File: config.mk
export PLATFORM = sky130hd
export DESIGN_NAME = spp_port
export DESIGN_NICKNAME = d
export VERILOG_FILES = /design/src/spp_pkg.sv /design/src/spp_shift_if.sv /design/src/spp_port.sv /design/src/spp_shift_engine.sv
export SDC_FILE = /design/constraint.sdc
export NUM_CORES = 1
export LEC_CHECK = 0
export BUFFER_PORTS_ARGS = -buffer_cell sky130_fd_sc_hd__buf_2
export CORE_MARGIN = 3
export CORE_UTILIZATION = 30
export DETAILED_ROUTE_END_ITERATION = 6
export PLACE_DENSITY_LB_ADDON = 0.1
export REMOVE_ABC_BUFFERS = 1
export SYNTH_ARGS = -nofsm -noshare
export SYNTH_HDL_FRONTEND = slang
export SYNTH_SLANG_ARGS = --single-unit
File: constraint.sdc
create_clock -name ref_clk -period 1.8 [get_ports ref_clk]
set_input_delay 0.09 -clock ref_clk [delete_from_list [all_inputs] [get_ports ref_clk]]
set_output_delay 0.09 -clock ref_clk [all_outputs]
set_load 0.005 [all_outputs]
File: src/spp_pkg.sv
////////////////////////////////////////////////////////////////////////////////
// shared constants of the serial port block
package spp_pkg;

	// bus geometry
	localparam int ADDR_W = 12; // byte address width of the register window
	localparam int DATA_W = 32; // bus data width

	// register indices; byte address is four times the index
	localparam logic [7:0] IDX_CONTROL = 8'hbc; // serial_port_control
	localparam logic [7:0] IDX_STATUS = 8'hbd; // serial_port_status
	localparam logic [7:0] IDX_DATA = 8'hbe; // serial_data_register
	localparam logic [7:0] IDX_IRQ_STATUS = 8'hbf; // sticky event bits, write one to clear
	localparam logic [7:0] IDX_IRQ_MASK = 8'hc0; // event enables

	// byte addresses derived from the indices
	localparam logic [ADDR_W-1:0] ADDR_CONTROL = {2'h0, IDX_CONTROL, 2'h0};
	localparam logic [ADDR_W-1:0] ADDR_STATUS = {2'h0, IDX_STATUS, 2'h0};
	localparam logic [ADDR_W-1:0] ADDR_DATA = {2'h0, IDX_DATA, 2'h0};
	localparam logic [ADDR_W-1:0] ADDR_IRQ_STATUS = {2'h0, IDX_IRQ_STATUS, 2'h0};
	localparam logic [ADDR_W-1:0] ADDR_IRQ_MASK = {2'h0, IDX_IRQ_MASK, 2'h0};

	// control field positions
	localparam int CTL_ENABLE = 7; // port_enable_bit
	localparam int CTL_MASTER = 6; // master_select_bit
	localparam int CTL_CLOCK_POLARITY_BIT = 5; // clock_polarity_bit
	localparam int CTL_CLOCK_PHASE_BIT = 4; // clock_phase_bit
	localparam int CTL_SELECT_PIN_IGNORE_BIT = 3; // select_pin_ignore_bit
	localparam int CTL_BIT_ORDER_BIT = 2; // bit_order_bit
	localparam int CTL_RATE_HI = 1; // clock_rate_field upper bit
	localparam int CTL_RATE_LO = 0; // clock_rate_field lower bit

	// status field positions
	localparam int STA_DONE = 7; // transfer complete
	localparam int STA_WCOL = 6; // write collision
	localparam int STA_MODF = 5; // mode fault
	localparam int STA_OVR = 4; // receive overrun
	localparam int STA_RXFULL = 3; // receive_full_flag
	localparam int STA_BUSY = 0; // transfer_busy_flag

	// interrupt event positions
	localparam int IRQ_DONE = 0;
	localparam int IRQ_WCOL = 1;
	localparam int IRQ_MODF = 2;
	localparam int IRQ_OVR = 3;
	localparam int IRQ_W = 4;

	// reset values
	localparam logic [7:0] CONTROL_RESET = 8'h00;
	localparam logic [IRQ_W-1:0] IRQ_MASK_RESET = 4'h0;
	localparam logic [7:0] TX_RESET = 8'h00;

	// serial timing: two clock edges per bit, eight bits per byte
	localparam int EDGES_PER_BYTE = 16;
	localparam logic [3:0] LAST_EDGE = 4'(EDGES_PER_BYTE - 1);

	// bus responses
	localparam logic [1:0] RESP_OKAY = 2'h0;
	localparam logic [1:0] RESP_SLVERR = 2'h2;

endpackage : spp_pkg

File: src/spp_shift_if.sv
`timescale 1ns/1ps
////////////////////////////////////////////////////////////////////////////////
// link between the port controller and its shift engine
interface spp_shift_if;
	logic clock_phase_bit; // sample on second edge when high
	logic bit_order_bit; // least significant bit first when high
	logic load; // load txByte and arm the engine
	logic abort; // drop any transfer at once
	logic edgeTick; // one serial clock edge happened
	logic sampleIn; // incoming data bit
	logic [7:0] txByte; // byte to send
	logic busy; // armed or shifting
	logic started; // at least one edge seen
	logic outBit; // outgoing data bit
	logic done; // one-cycle pulse at byte end
	logic [7:0] rxByte; // last received byte

	// engine side
	modport engine (
		input clock_phase_bit, bit_order_bit, load, abort, edgeTick, sampleIn, txByte,
		output busy, started, outBit, done, rxByte
	);

	// controller side
	modport control (
		output clock_phase_bit, bit_order_bit, load, abort, edgeTick, sampleIn, txByte,
		input busy, started, outBit, done, rxByte
	);
endinterface : spp_shift_if

File: src/spp_port.sv
`timescale 1ns/1ps
////////////////////////////////////////////////////////////////////////////////
// serial port controller with its register slave
module spp_port (
	// clock and reset
	input wire logic ref_clk,
	input wire logic rst_n,
	// register bus write address
	input wire logic [spp_pkg::ADDR_W-1:0] s_axi_awaddr,
	input wire logic [2:0] s_axi_awprot,
	input wire logic s_axi_awvalid,
	output logic s_axi_awready,
	// register bus write data
	input wire logic [spp_pkg::DATA_W-1:0] s_axi_wdata,
	input wire logic [3:0] s_axi_wstrb,
	input wire logic s_axi_wvalid,
	output logic s_axi_wready,
	// register bus write response
	output logic [1:0] s_axi_bresp,
	output logic s_axi_bvalid,
	input wire logic s_axi_bready,
	// register bus read
	input wire logic [spp_pkg::ADDR_W-1:0] s_axi_araddr,
	input wire logic [2:0] s_axi_arprot,
	input wire logic s_axi_arvalid,
	output logic s_axi_arready,
	output logic [spp_pkg::DATA_W-1:0] s_axi_rdata,
	output logic [1:0] s_axi_rresp,
	output logic s_axi_rvalid,
	input wire logic s_axi_rready,
	// serial clock pin
	input wire logic sclkIn,
	output logic sclkOut,
	output logic sclkOe,
	// master-out data pin
	input wire logic mosiIn,
	output logic mosiOut,
	output logic mosiOe,
	// master-in data pin
	input wire logic misoIn,
	output logic misoOut,
	output logic misoOe,
	// slave select pin
	input wire logic selectInN,
	// interrupt
	input wire logic vectorAck,
	output logic irq
);

	// all controller state
	typedef struct packed {
		logic [7:0] ctrl; // control register
		logic doneF; // transfer complete
		logic wcolF; // write collision
		logic modfF; // mode fault
		logic ovrF; // receive overrun
		logic rxFullF; // receive buffer full
		logic [7:0] txHold; // byte waiting to go out
		logic [spp_pkg::IRQ_W-1:0] irqStat; // sticky events
		logic [spp_pkg::IRQ_W-1:0] irqMask; // event enables
		logic [3:0] divCnt; // half period counter
		logic sclk; // master clock level
		logic sclkS1; // pin synchronisers
		logic sclkS2;
		logic sclkPrev;
		logic mosiS1;
		logic mosiS2;
		logic misoS1;
		logic misoS2;
		logic ssS1;
		logic ssS2;
		logic awHeld; // write address captured
		logic [spp_pkg::ADDR_W-1:0] awAddr;
		logic wHeld; // write data captured
		logic [7:0] wData;
		logic wStrb0;
		logic bvalid; // write response pending
		logic [1:0] bresp;
		logic rvalid; // read data pending
		logic [7:0] rdata;
		logic [1:0] rresp;
	} spp_port_state_t;

	spp_port_state_t st;
	spp_port_state_t next_st;
	spp_shift_if sh ();

	// decoded controls
	logic en;
	logic master;
	logic select_pin_ignore_bit;
	logic [1:0] rate;
	logic ssActive; // select pin low
	logic selected; // slave addressed
	logic modeFault; // fault condition seen
	logic slaveEdge; // edge on incoming clock
	logic [3:0] halfLimit; // cycles per half period
	logic divTick; // master clock edge
	logic busyFlag; // reported busy
	logic wrDo; // write performed this cycle
	logic rdDo; // read taken this cycle
	logic dataWrite; // accepted data register write
	logic dataWriteOk; // data write while idle
	localparam int IRQ_W_L = spp_pkg::IRQ_W;
	logic [IRQ_W_L-1:0] irqSet; // events this cycle

	////////////////////////////////////////////////////////////////////////////
	// shift engine
	spp_shift_engine u_engine (
		.ref_clk(ref_clk),
		.rst_n(rst_n),
		.sh(sh)
	);

	////////////////////////////////////////////////////////////////////////////
	// decode and serial control
	always_comb begin
		en = st.ctrl[spp_pkg::CTL_ENABLE];
		master = st.ctrl[spp_pkg::CTL_MASTER];
		select_pin_ignore_bit = st.ctrl[spp_pkg::CTL_SELECT_PIN_IGNORE_BIT];
		rate = st.ctrl[spp_pkg::CTL_RATE_HI:spp_pkg::CTL_RATE_LO];
		ssActive = !st.ssS2;
		// slave answers only when chosen, unless the pin is ignored
		selected = en && !master && (select_pin_ignore_bit || ssActive);
		modeFault = en && master && !select_pin_ignore_bit && ssActive;
		slaveEdge = st.sclkS2 != st.sclkPrev;
		// half period of 1,2,4,8 cycles gives /2,/4,/8,/16
		halfLimit = 4'h1 << rate;
		divTick = master && sh.busy && (st.divCnt == halfLimit - 4'h1);
		busyFlag = master ? sh.busy : sh.started;
		wrDo = st.awHeld && st.wHeld && !st.bvalid;
		rdDo = s_axi_arvalid && !st.rvalid;
		dataWrite = wrDo && st.wStrb0 && (st.awAddr == spp_pkg::ADDR_DATA);
		dataWriteOk = dataWrite && !busyFlag;
		// engine controls
		sh.clock_phase_bit = st.ctrl[spp_pkg::CTL_CLOCK_PHASE_BIT];
		sh.bit_order_bit = st.ctrl[spp_pkg::CTL_BIT_ORDER_BIT];
		sh.abort = !en || modeFault || (!master && !selected);
		sh.edgeTick = master ? divTick : (selected && slaveEdge);
		sh.sampleIn = master ? st.misoS2 : st.mosiS2;
		sh.txByte = dataWriteOk ? st.wData : st.txHold;
		if (master) begin
			sh.load = dataWriteOk && en;
		end else begin
			// slave arms itself, reloads if software refreshes the byte
			sh.load = selected && ((!sh.busy && !sh.done) || dataWriteOk);
		end
	end

	////////////////////////////////////////////////////////////////////////////
	// next state: bus slave, registers, flags, divider, synchronisers
	always_comb begin
		next_st = st;
		irqSet = '0;
		// pin synchronisers
		next_st.sclkS1 = sclkIn;
		next_st.sclkS2 = st.sclkS1;
		next_st.sclkPrev = st.sclkS2;
		next_st.mosiS1 = mosiIn;
		next_st.mosiS2 = st.mosiS1;
		next_st.misoS1 = misoIn;
		next_st.misoS2 = st.misoS1;
		next_st.ssS1 = selectInN;
		next_st.ssS2 = st.ssS1;

		// divider restarts with every byte
		if (!sh.busy || divTick) begin
			next_st.divCnt = 4'h0;
		end else begin
			next_st.divCnt = st.divCnt + 4'h1;
		end
		// master clock idles at the polarity level
		if (!master || !sh.busy) begin
			next_st.sclk = st.ctrl[spp_pkg::CTL_CLOCK_POLARITY_BIT];
		end else if (divTick) begin
			next_st.sclk = !st.sclk;
		end

		// write address and data channels, taken in either order
		if (s_axi_awvalid && !st.awHeld) begin
			next_st.awHeld = 1'b1;
			next_st.awAddr = s_axi_awaddr;
		end
		if (s_axi_wvalid && !st.wHeld) begin
			next_st.wHeld = 1'b1;
			next_st.wData = s_axi_wdata[7:0];
			next_st.wStrb0 = s_axi_wstrb[0];
		end
		// write response handshake
		if (st.bvalid && s_axi_bready) begin
			next_st.bvalid = 1'b0;
		end
		// perform the write once both halves are in
		if (wrDo) begin
			next_st.awHeld = 1'b0;
			next_st.wHeld = 1'b0;
			next_st.bvalid = 1'b1;
			next_st.bresp = spp_pkg::RESP_OKAY;
			unique case (st.awAddr)
				spp_pkg::ADDR_CONTROL: begin
					if (st.wStrb0) begin
						next_st.ctrl = st.wData;
					end
				end
				spp_pkg::ADDR_STATUS: begin
					// writing zero clears a flag, one leaves it
					if (st.wStrb0) begin
						if (!st.wData[spp_pkg::STA_DONE]) next_st.doneF = 1'b0;
						if (!st.wData[spp_pkg::STA_WCOL]) next_st.wcolF = 1'b0;
						if (!st.wData[spp_pkg::STA_MODF]) next_st.modfF = 1'b0;
						if (!st.wData[spp_pkg::STA_OVR]) next_st.ovrF = 1'b0;
						if (!st.wData[spp_pkg::STA_RXFULL]) next_st.rxFullF = 1'b0;
					end
				end
				spp_pkg::ADDR_DATA: begin
					if (st.wStrb0) begin
						if (busyFlag) begin
							next_st.wcolF = 1'b1;
							irqSet[spp_pkg::IRQ_WCOL] = 1'b1;
						end else begin
							// fresh byte once idle also clears collision
							next_st.txHold = st.wData;
							next_st.wcolF = 1'b0;
						end
					end
				end
				spp_pkg::ADDR_IRQ_STATUS: begin
					if (st.wStrb0) begin
						next_st.irqStat = st.irqStat & ~st.wData[IRQ_W_L-1:0];
					end
				end
				spp_pkg::ADDR_IRQ_MASK: begin
					if (st.wStrb0) begin
						next_st.irqMask = st.wData[IRQ_W_L-1:0];
					end
				end
				default: begin
					// unmapped address
					next_st.bresp = spp_pkg::RESP_SLVERR;
				end
			endcase
		end

		// read channel
		if (st.rvalid && s_axi_rready) begin
			next_st.rvalid = 1'b0;
		end
		if (rdDo) begin
			next_st.rvalid = 1'b1;
			next_st.rresp = spp_pkg::RESP_OKAY;
			next_st.rdata = 8'h00;
			unique case (s_axi_araddr)
				spp_pkg::ADDR_CONTROL: begin
					next_st.rdata = st.ctrl;
				end
				spp_pkg::ADDR_STATUS: begin
					next_st.rdata = {st.doneF, st.wcolF, st.modfF, st.ovrF, st.rxFullF,
						2'h0, busyFlag};
				end
				spp_pkg::ADDR_DATA: begin
					// reading the byte empties the buffer
					next_st.rdata = sh.rxByte;
					next_st.rxFullF = 1'b0;
					next_st.ovrF = 1'b0;
				end
				spp_pkg::ADDR_IRQ_STATUS: begin
					next_st.rdata = {4'h0, st.irqStat};
				end
				spp_pkg::ADDR_IRQ_MASK: begin
					next_st.rdata = {4'h0, st.irqMask};
				end
				default: begin
					next_st.rresp = spp_pkg::RESP_SLVERR;
				end
			endcase
		end

		// vectoring clears the done flag
		if (vectorAck) begin
			next_st.doneF = 1'b0;
		end

		// hardware sets come last so they win over clears
		if (sh.done) begin
			next_st.doneF = 1'b1;
			irqSet[spp_pkg::IRQ_DONE] = 1'b1;
			if (st.rxFullF) begin
				next_st.ovrF = 1'b1;
				irqSet[spp_pkg::IRQ_OVR] = 1'b1;
			end
			next_st.rxFullF = 1'b1;
		end
		if (modeFault) begin
			next_st.modfF = 1'b1;
			irqSet[spp_pkg::IRQ_MODF] = 1'b1;
			next_st.ctrl[spp_pkg::CTL_ENABLE] = 1'b0;
			next_st.ctrl[spp_pkg::CTL_MASTER] = 1'b0;
		end
		next_st.irqStat = next_st.irqStat | irqSet;
	end

	////////////////////////////////////////////////////////////////////////////
	// state register
	always_ff @(posedge ref_clk or negedge rst_n) begin
		if (!rst_n) begin
			st <= '0;
			st.ctrl <= spp_pkg::CONTROL_RESET;
			st.txHold <= spp_pkg::TX_RESET;
			st.irqMask <= spp_pkg::IRQ_MASK_RESET;
			st.sclkS1 <= 1'b1;
			st.sclkS2 <= 1'b1;
			st.sclkPrev <= 1'b1;
			st.ssS1 <= 1'b1;
			st.ssS2 <= 1'b1;
		end else begin
			st <= next_st;
		end
	end

	////////////////////////////////////////////////////////////////////////////
	// outputs
	assign s_axi_awready = !st.awHeld;
	assign s_axi_wready = !st.wHeld;
	assign s_axi_bvalid = st.bvalid;
	assign s_axi_bresp = st.bresp;
	assign s_axi_arready = !st.rvalid;
	assign s_axi_rvalid = st.rvalid;
	assign s_axi_rdata = {24'h000000, st.rdata};
	assign s_axi_rresp = st.rresp;
	// master drives clock and data out, slave drives data in
	assign sclkOut = st.sclk;
	assign sclkOe = en && master;
	assign mosiOut = sh.outBit;
	assign mosiOe = en && master;
	assign misoOut = sh.outBit;
	assign misoOe = selected;
	// level interrupt from unmasked sticky events
	assign irq = |(st.irqStat & st.irqMask);

endmodule : spp_port

File: src/spp_shift_engine.sv
`timescale 1ns/1ps
////////////////////////////////////////////////////////////////////////////////
// byte shifter driven by serial clock edge ticks
module spp_shift_engine (
	// clock and reset
	input wire logic ref_clk,
	input wire logic rst_n,
	// controller link
	spp_shift_if.engine sh
);

	// all engine state
	typedef struct packed {
		logic busy; // armed or shifting
		logic [3:0] cnt; // edges seen in this byte
		logic [7:0] sr; // shift register, out and in share it
		logic outBit; // bit on the data line
		logic done; // byte finished pulse
		logic [7:0] rx; // captured byte
	} spp_engine_state_t;

	spp_engine_state_t st;
	spp_engine_state_t next_st;
	logic sampleEdge; // this edge samples
	logic [7:0] shiftedSr; // register after taking the sampled bit

	////////////////////////////////////////////////////////////////////////////
	// next state
	always_comb begin
		next_st = st;
		next_st.done = 1'b0;
		// even edges lead, odd edges trail
		sampleEdge = (st.cnt[0] == sh.clock_phase_bit);
		if (sh.bit_order_bit) begin
			shiftedSr = {sh.sampleIn, st.sr[7:1]};
		end else begin
			shiftedSr = {st.sr[6:0], sh.sampleIn};
		end
		if (sh.abort) begin
			// disable, deselect or fault
			next_st.busy = 1'b0;
			next_st.cnt = 4'h0;
		end else if (sh.load) begin
			// first bit is on the line before any edge
			next_st.sr = sh.txByte;
			next_st.outBit = sh.bit_order_bit ? sh.txByte[0] : sh.txByte[7];
			next_st.busy = 1'b1;
			next_st.cnt = 4'h0;
		end else if (st.busy && sh.edgeTick) begin
			next_st.cnt = st.cnt + 4'h1;
			if (sampleEdge) begin
				next_st.sr = shiftedSr;
			end else begin
				next_st.outBit = sh.bit_order_bit ? st.sr[0] : st.sr[7];
			end
			// last edge closes the byte
			if (st.cnt == spp_pkg::LAST_EDGE) begin
				next_st.busy = 1'b0;
				next_st.cnt = 4'h0;
				next_st.done = 1'b1;
				next_st.rx = sampleEdge ? shiftedSr : st.sr;
			end
		end
	end

	////////////////////////////////////////////////////////////////////////////
	// state register
	always_ff @(posedge ref_clk or negedge rst_n) begin
		if (!rst_n) begin
			st <= '0;
		end else begin
			st <= next_st;
		end
	end

	// outputs
	assign sh.busy = st.busy;
	assign sh.started = st.busy && (st.cnt != 4'h0);
	assign sh.outBit = st.outBit;
	assign sh.done = st.done;
	assign sh.rxByte = st.rx;

endmodule : spp_shift_engine

==> run metrics <==
syn avg cell area=between 10 and 15 um2; data arrival time of the worst path=between 2 and 2.5 ns; H-tree Lvls=3; leading cell types in the layout, fill and taps excluded=94 x dfrtp_1, 72 x buf_4, 65 x buf_2, 45 x nand2_1, 31 x dlygate4sd3_1; CP Capture Type=register; hpwl dp=about 10000 um; initial drt markers=160; Seq/Total Area, Yosys=around half; wire length on met1=6218 um; CTS root buf=clkbuf_16; Post-Synthesis Cells=roughly 460; post-synthesis xor/xnor area fraction=1.029%; final WL=around 14000 um; Hold Path End=s_axi_rvalid$_DFFE_PN0P_; CP max stage delay=0.58 ns; largest family of logic cells by synthesized area=multiplexers; Layout fillers=around 1600; Tot GR Track Use=approximately 15%; core area=0.01664 mm2; initial core utilization=between 30% and 40%; count of placed standard cells including taps=between 700 and 800; CP required=2.03 ns; routability congestion estimate from global placement=between 0.7 and 0.8; FF-to-FF setup slack=-0.37 ns; Syn-to-layout area delta=39.09%; drt first pass iters=4; Synth Cell Area=0.005109 mm2; DIE WIDTH=~140 um; Synth Area in Adders=0.7348%; Async S/R FF share, synth=between 90% and 100%; clk sinks=between 100 and 150; CP startpoint kind=register; final setup margin=-0.3656 ns; maximum VDD drop=roughly 500 uV; Max clock buf depth=2; clk_skew=approximately 0.0089 ns; multiplexer area fraction after synthesis=roughly 16%; Met2 Wirelength=between 6000 and 7000 um; DRC=0; Hold Fails Final Rpt=0; initial antenna violation count=0; endpoints failing setup=between 40 and 50; Main synth FF type=dfrtp_1; global route overflow=0; Clock transition at path regs=0.07 ns; most common cell after layout, fill and taps aside=dfrtp_1; measured slew at the worst slew-check pin=between 0.5 and 0.6 ns; Worst path slowest cell=or4b_4; cell count of the worst reg-to-reg path=6; ANT cells=0; highest metal used=met4; R2R Path End=u_engine.sh.outBit$_DFFE_PN0P_; unrepaired setup endpoints after global routing=true; Reg-to-Reg Start=st[32]$_DFFE_PN0P_; Worst Path Buf+Inv=0; crit-path cells=or4b_4, nor4_4, nand2_4, mux4_2, nand2_2, a32oi_1; number of I/O pins=126; Critical Path Fanout Max=7; max capacitance violation total=0; Slew Limit Fails=0; Pwr Total=~6.6 mW; DR WL/cell=15.98 um; max_slew headroom=63.39%; hold depth=4; count of input and output buffers=66; Leak=approximately 3.3 nW; period utilization=120.3%; largest net degree at the start of global routing=39; pwr dens=roughly 930 mW/mm2; Die Y=136.5 um; CTS Buf Count=9; post-route core utilization=42.70%; Die Area=~0.019 mm2; number of flops mapped to enable cells by yosys=0; DR WL met3=610 um; synthesized flop and latch total=~100; Crit Path Class=register to register; Routed Antenna Nets=0; Distinct cells, synth=63; Synth Area in Compound Gates=9.625%; row cnt=47; violated checks=setup timing; Worst Hold Class=input pin to register; Fmax=around 460 MHz; run status=finished with violations; Final nets=708; Synthesis Warnings=0; share of layout cells above drive strength 1=a little over two fifths; post-synthesis simple-gate area fraction=~15%; routed vias/inst=roughly 4.6; CTS tree=yes; min cycle time layout=2.166 ns; crit-path leading delay family=simple AND/OR/NAND/NOR gates; worst skew pair latency=0.36 ns; vias in the first global route=~4100; hold path startpoint=s_axi_arvalid; fin cells=852; Vias=roughly 4000; first-pass GRT wire length=around 22000 um
## per-layer routing
metal,vias to the layer above,GRT usage (%)
met2,101,25.14
met1,1892,20.01
li1,1888,-
met5,-,0
met4,0,5.431
met3,16,3.493
## per-stage QoR
stage               hold WS [ns]  instance area (um2)  setup TNS, ns  setup slack [ns]
floorplan                -0.2056                 4835         -23.85            -1.139
global placement          0.1193                 6048         -12.08           -0.3929
detailed placement        0.1173                 6048         -13.27           -0.4188
CTS                       0.1814                 6962         -10.53           -0.3979
global route              0.2135                 7106         -13.64           -0.4869
finish                    0.1936                 7106         -9.304           -0.3656
## synth_stat cells, types with 8 or more instances
cell type / number / area, um2
a21oi_1: 9 / 45.04
buf_4: 42 / 315.3
dfrtp_1: 96 / 2402
inv_1: 11 / 41.29
mux2_2: 47 / 529.3
mux2i_1: 19 / 190.2
nand2_1: 50 / 187.7
nand2b_1: 8 / 50.05
nand3_1: 11 / 55.05
nor2_1: 29 / 108.9
o211ai_1: 10 / 75.07
o21ai_0: 28 / 140.1
## power by group
group          total (mW)  leakage [nW]  switching, mW  internal, mW
combinational        1.43          1.86          0.603         0.827
clock                2.27         0.167          0.868          1.40
sequential           2.93          1.31          0.345          2.59
total                6.63          3.34           1.82          4.81
## worst min-delay path, stage by stage
cell and delay, ns:
buf_2 0.07, nand2_1 0.06, buf_4 0.19, o21ai_0 0.09
## timing repair
action / 4_1_cts / 5_1_grt
pin swaps: 15 / 17
setup buffers: 10 / 7
hold buffers: 31 / 0
endpoints found under the hold margin: 65 / 0
gates cloned: 1 / 0
gates resized for setup: 42 / 27
setup endpoints to repair: 49 / 53
## cell families after synthesis
kind of cell	after synthesis
compound gates	78
xor+xnor	6
fa+ha+maj	3
buf+inv	64
flops	101
mux	70
other cells	1
simple gates	139
## registers in the layout, indices dropped and copies added (netlist names), 2 cells and up
name	flops
next_st	5
u_engine.st	12
u_engine.sh.rxByte	8
s_axi_rdata	8
rate	2
st	53
## worst max-delay path by stage
| stage | startpoint | to | slack (ns) | cells after the start |
|---|---|---|---|---|
| detailed placement | st[32]$_DFFE_PN0P_ | u_engine.sh.rxByte[3]$_DFFE_PN0P_ | -0.42 | 6 |
| global placement | st[25]$_DFFE_PN0P_ | rate[0]$_DFFE_PN0P_ | -0.39 | 5 |
| finish | st[32]$_DFFE_PN0P_ | u_engine.sh.outBit$_DFFE_PN0P_ | -0.37 | 6 |
| global route | st[32]$_DFFE_PN0P_ | u_engine.sh.outBit$_DFFE_PN0P_ | -0.49 | 6 |
| floorplan | master$_DFFE_PN0P_ | u_engine.sh.rxByte[2]$_DFFE_PN0P_ | -1.14 | 5 |
| CTS | st[32]$_DFFE_PN0P_ | u_engine.sh.outBit$_DFFE_PN0P_ | -0.40 | 6 |
## layout make-up
type                            instances  area (um2)  area share [%]
Sequential cell                       101        2536           35.69
Multi-Input combinational cell        323        2524           35.52
Timing Repair Buffer                  181        1388           19.53
Tap cell                              220       275.3           3.874
Clock buffer                           12       246.5           3.469
Clock inverter                          4       95.09           1.338
Inverter                               11       41.29          0.5811
Note: power is estimated with default switching activity, not from simulation.
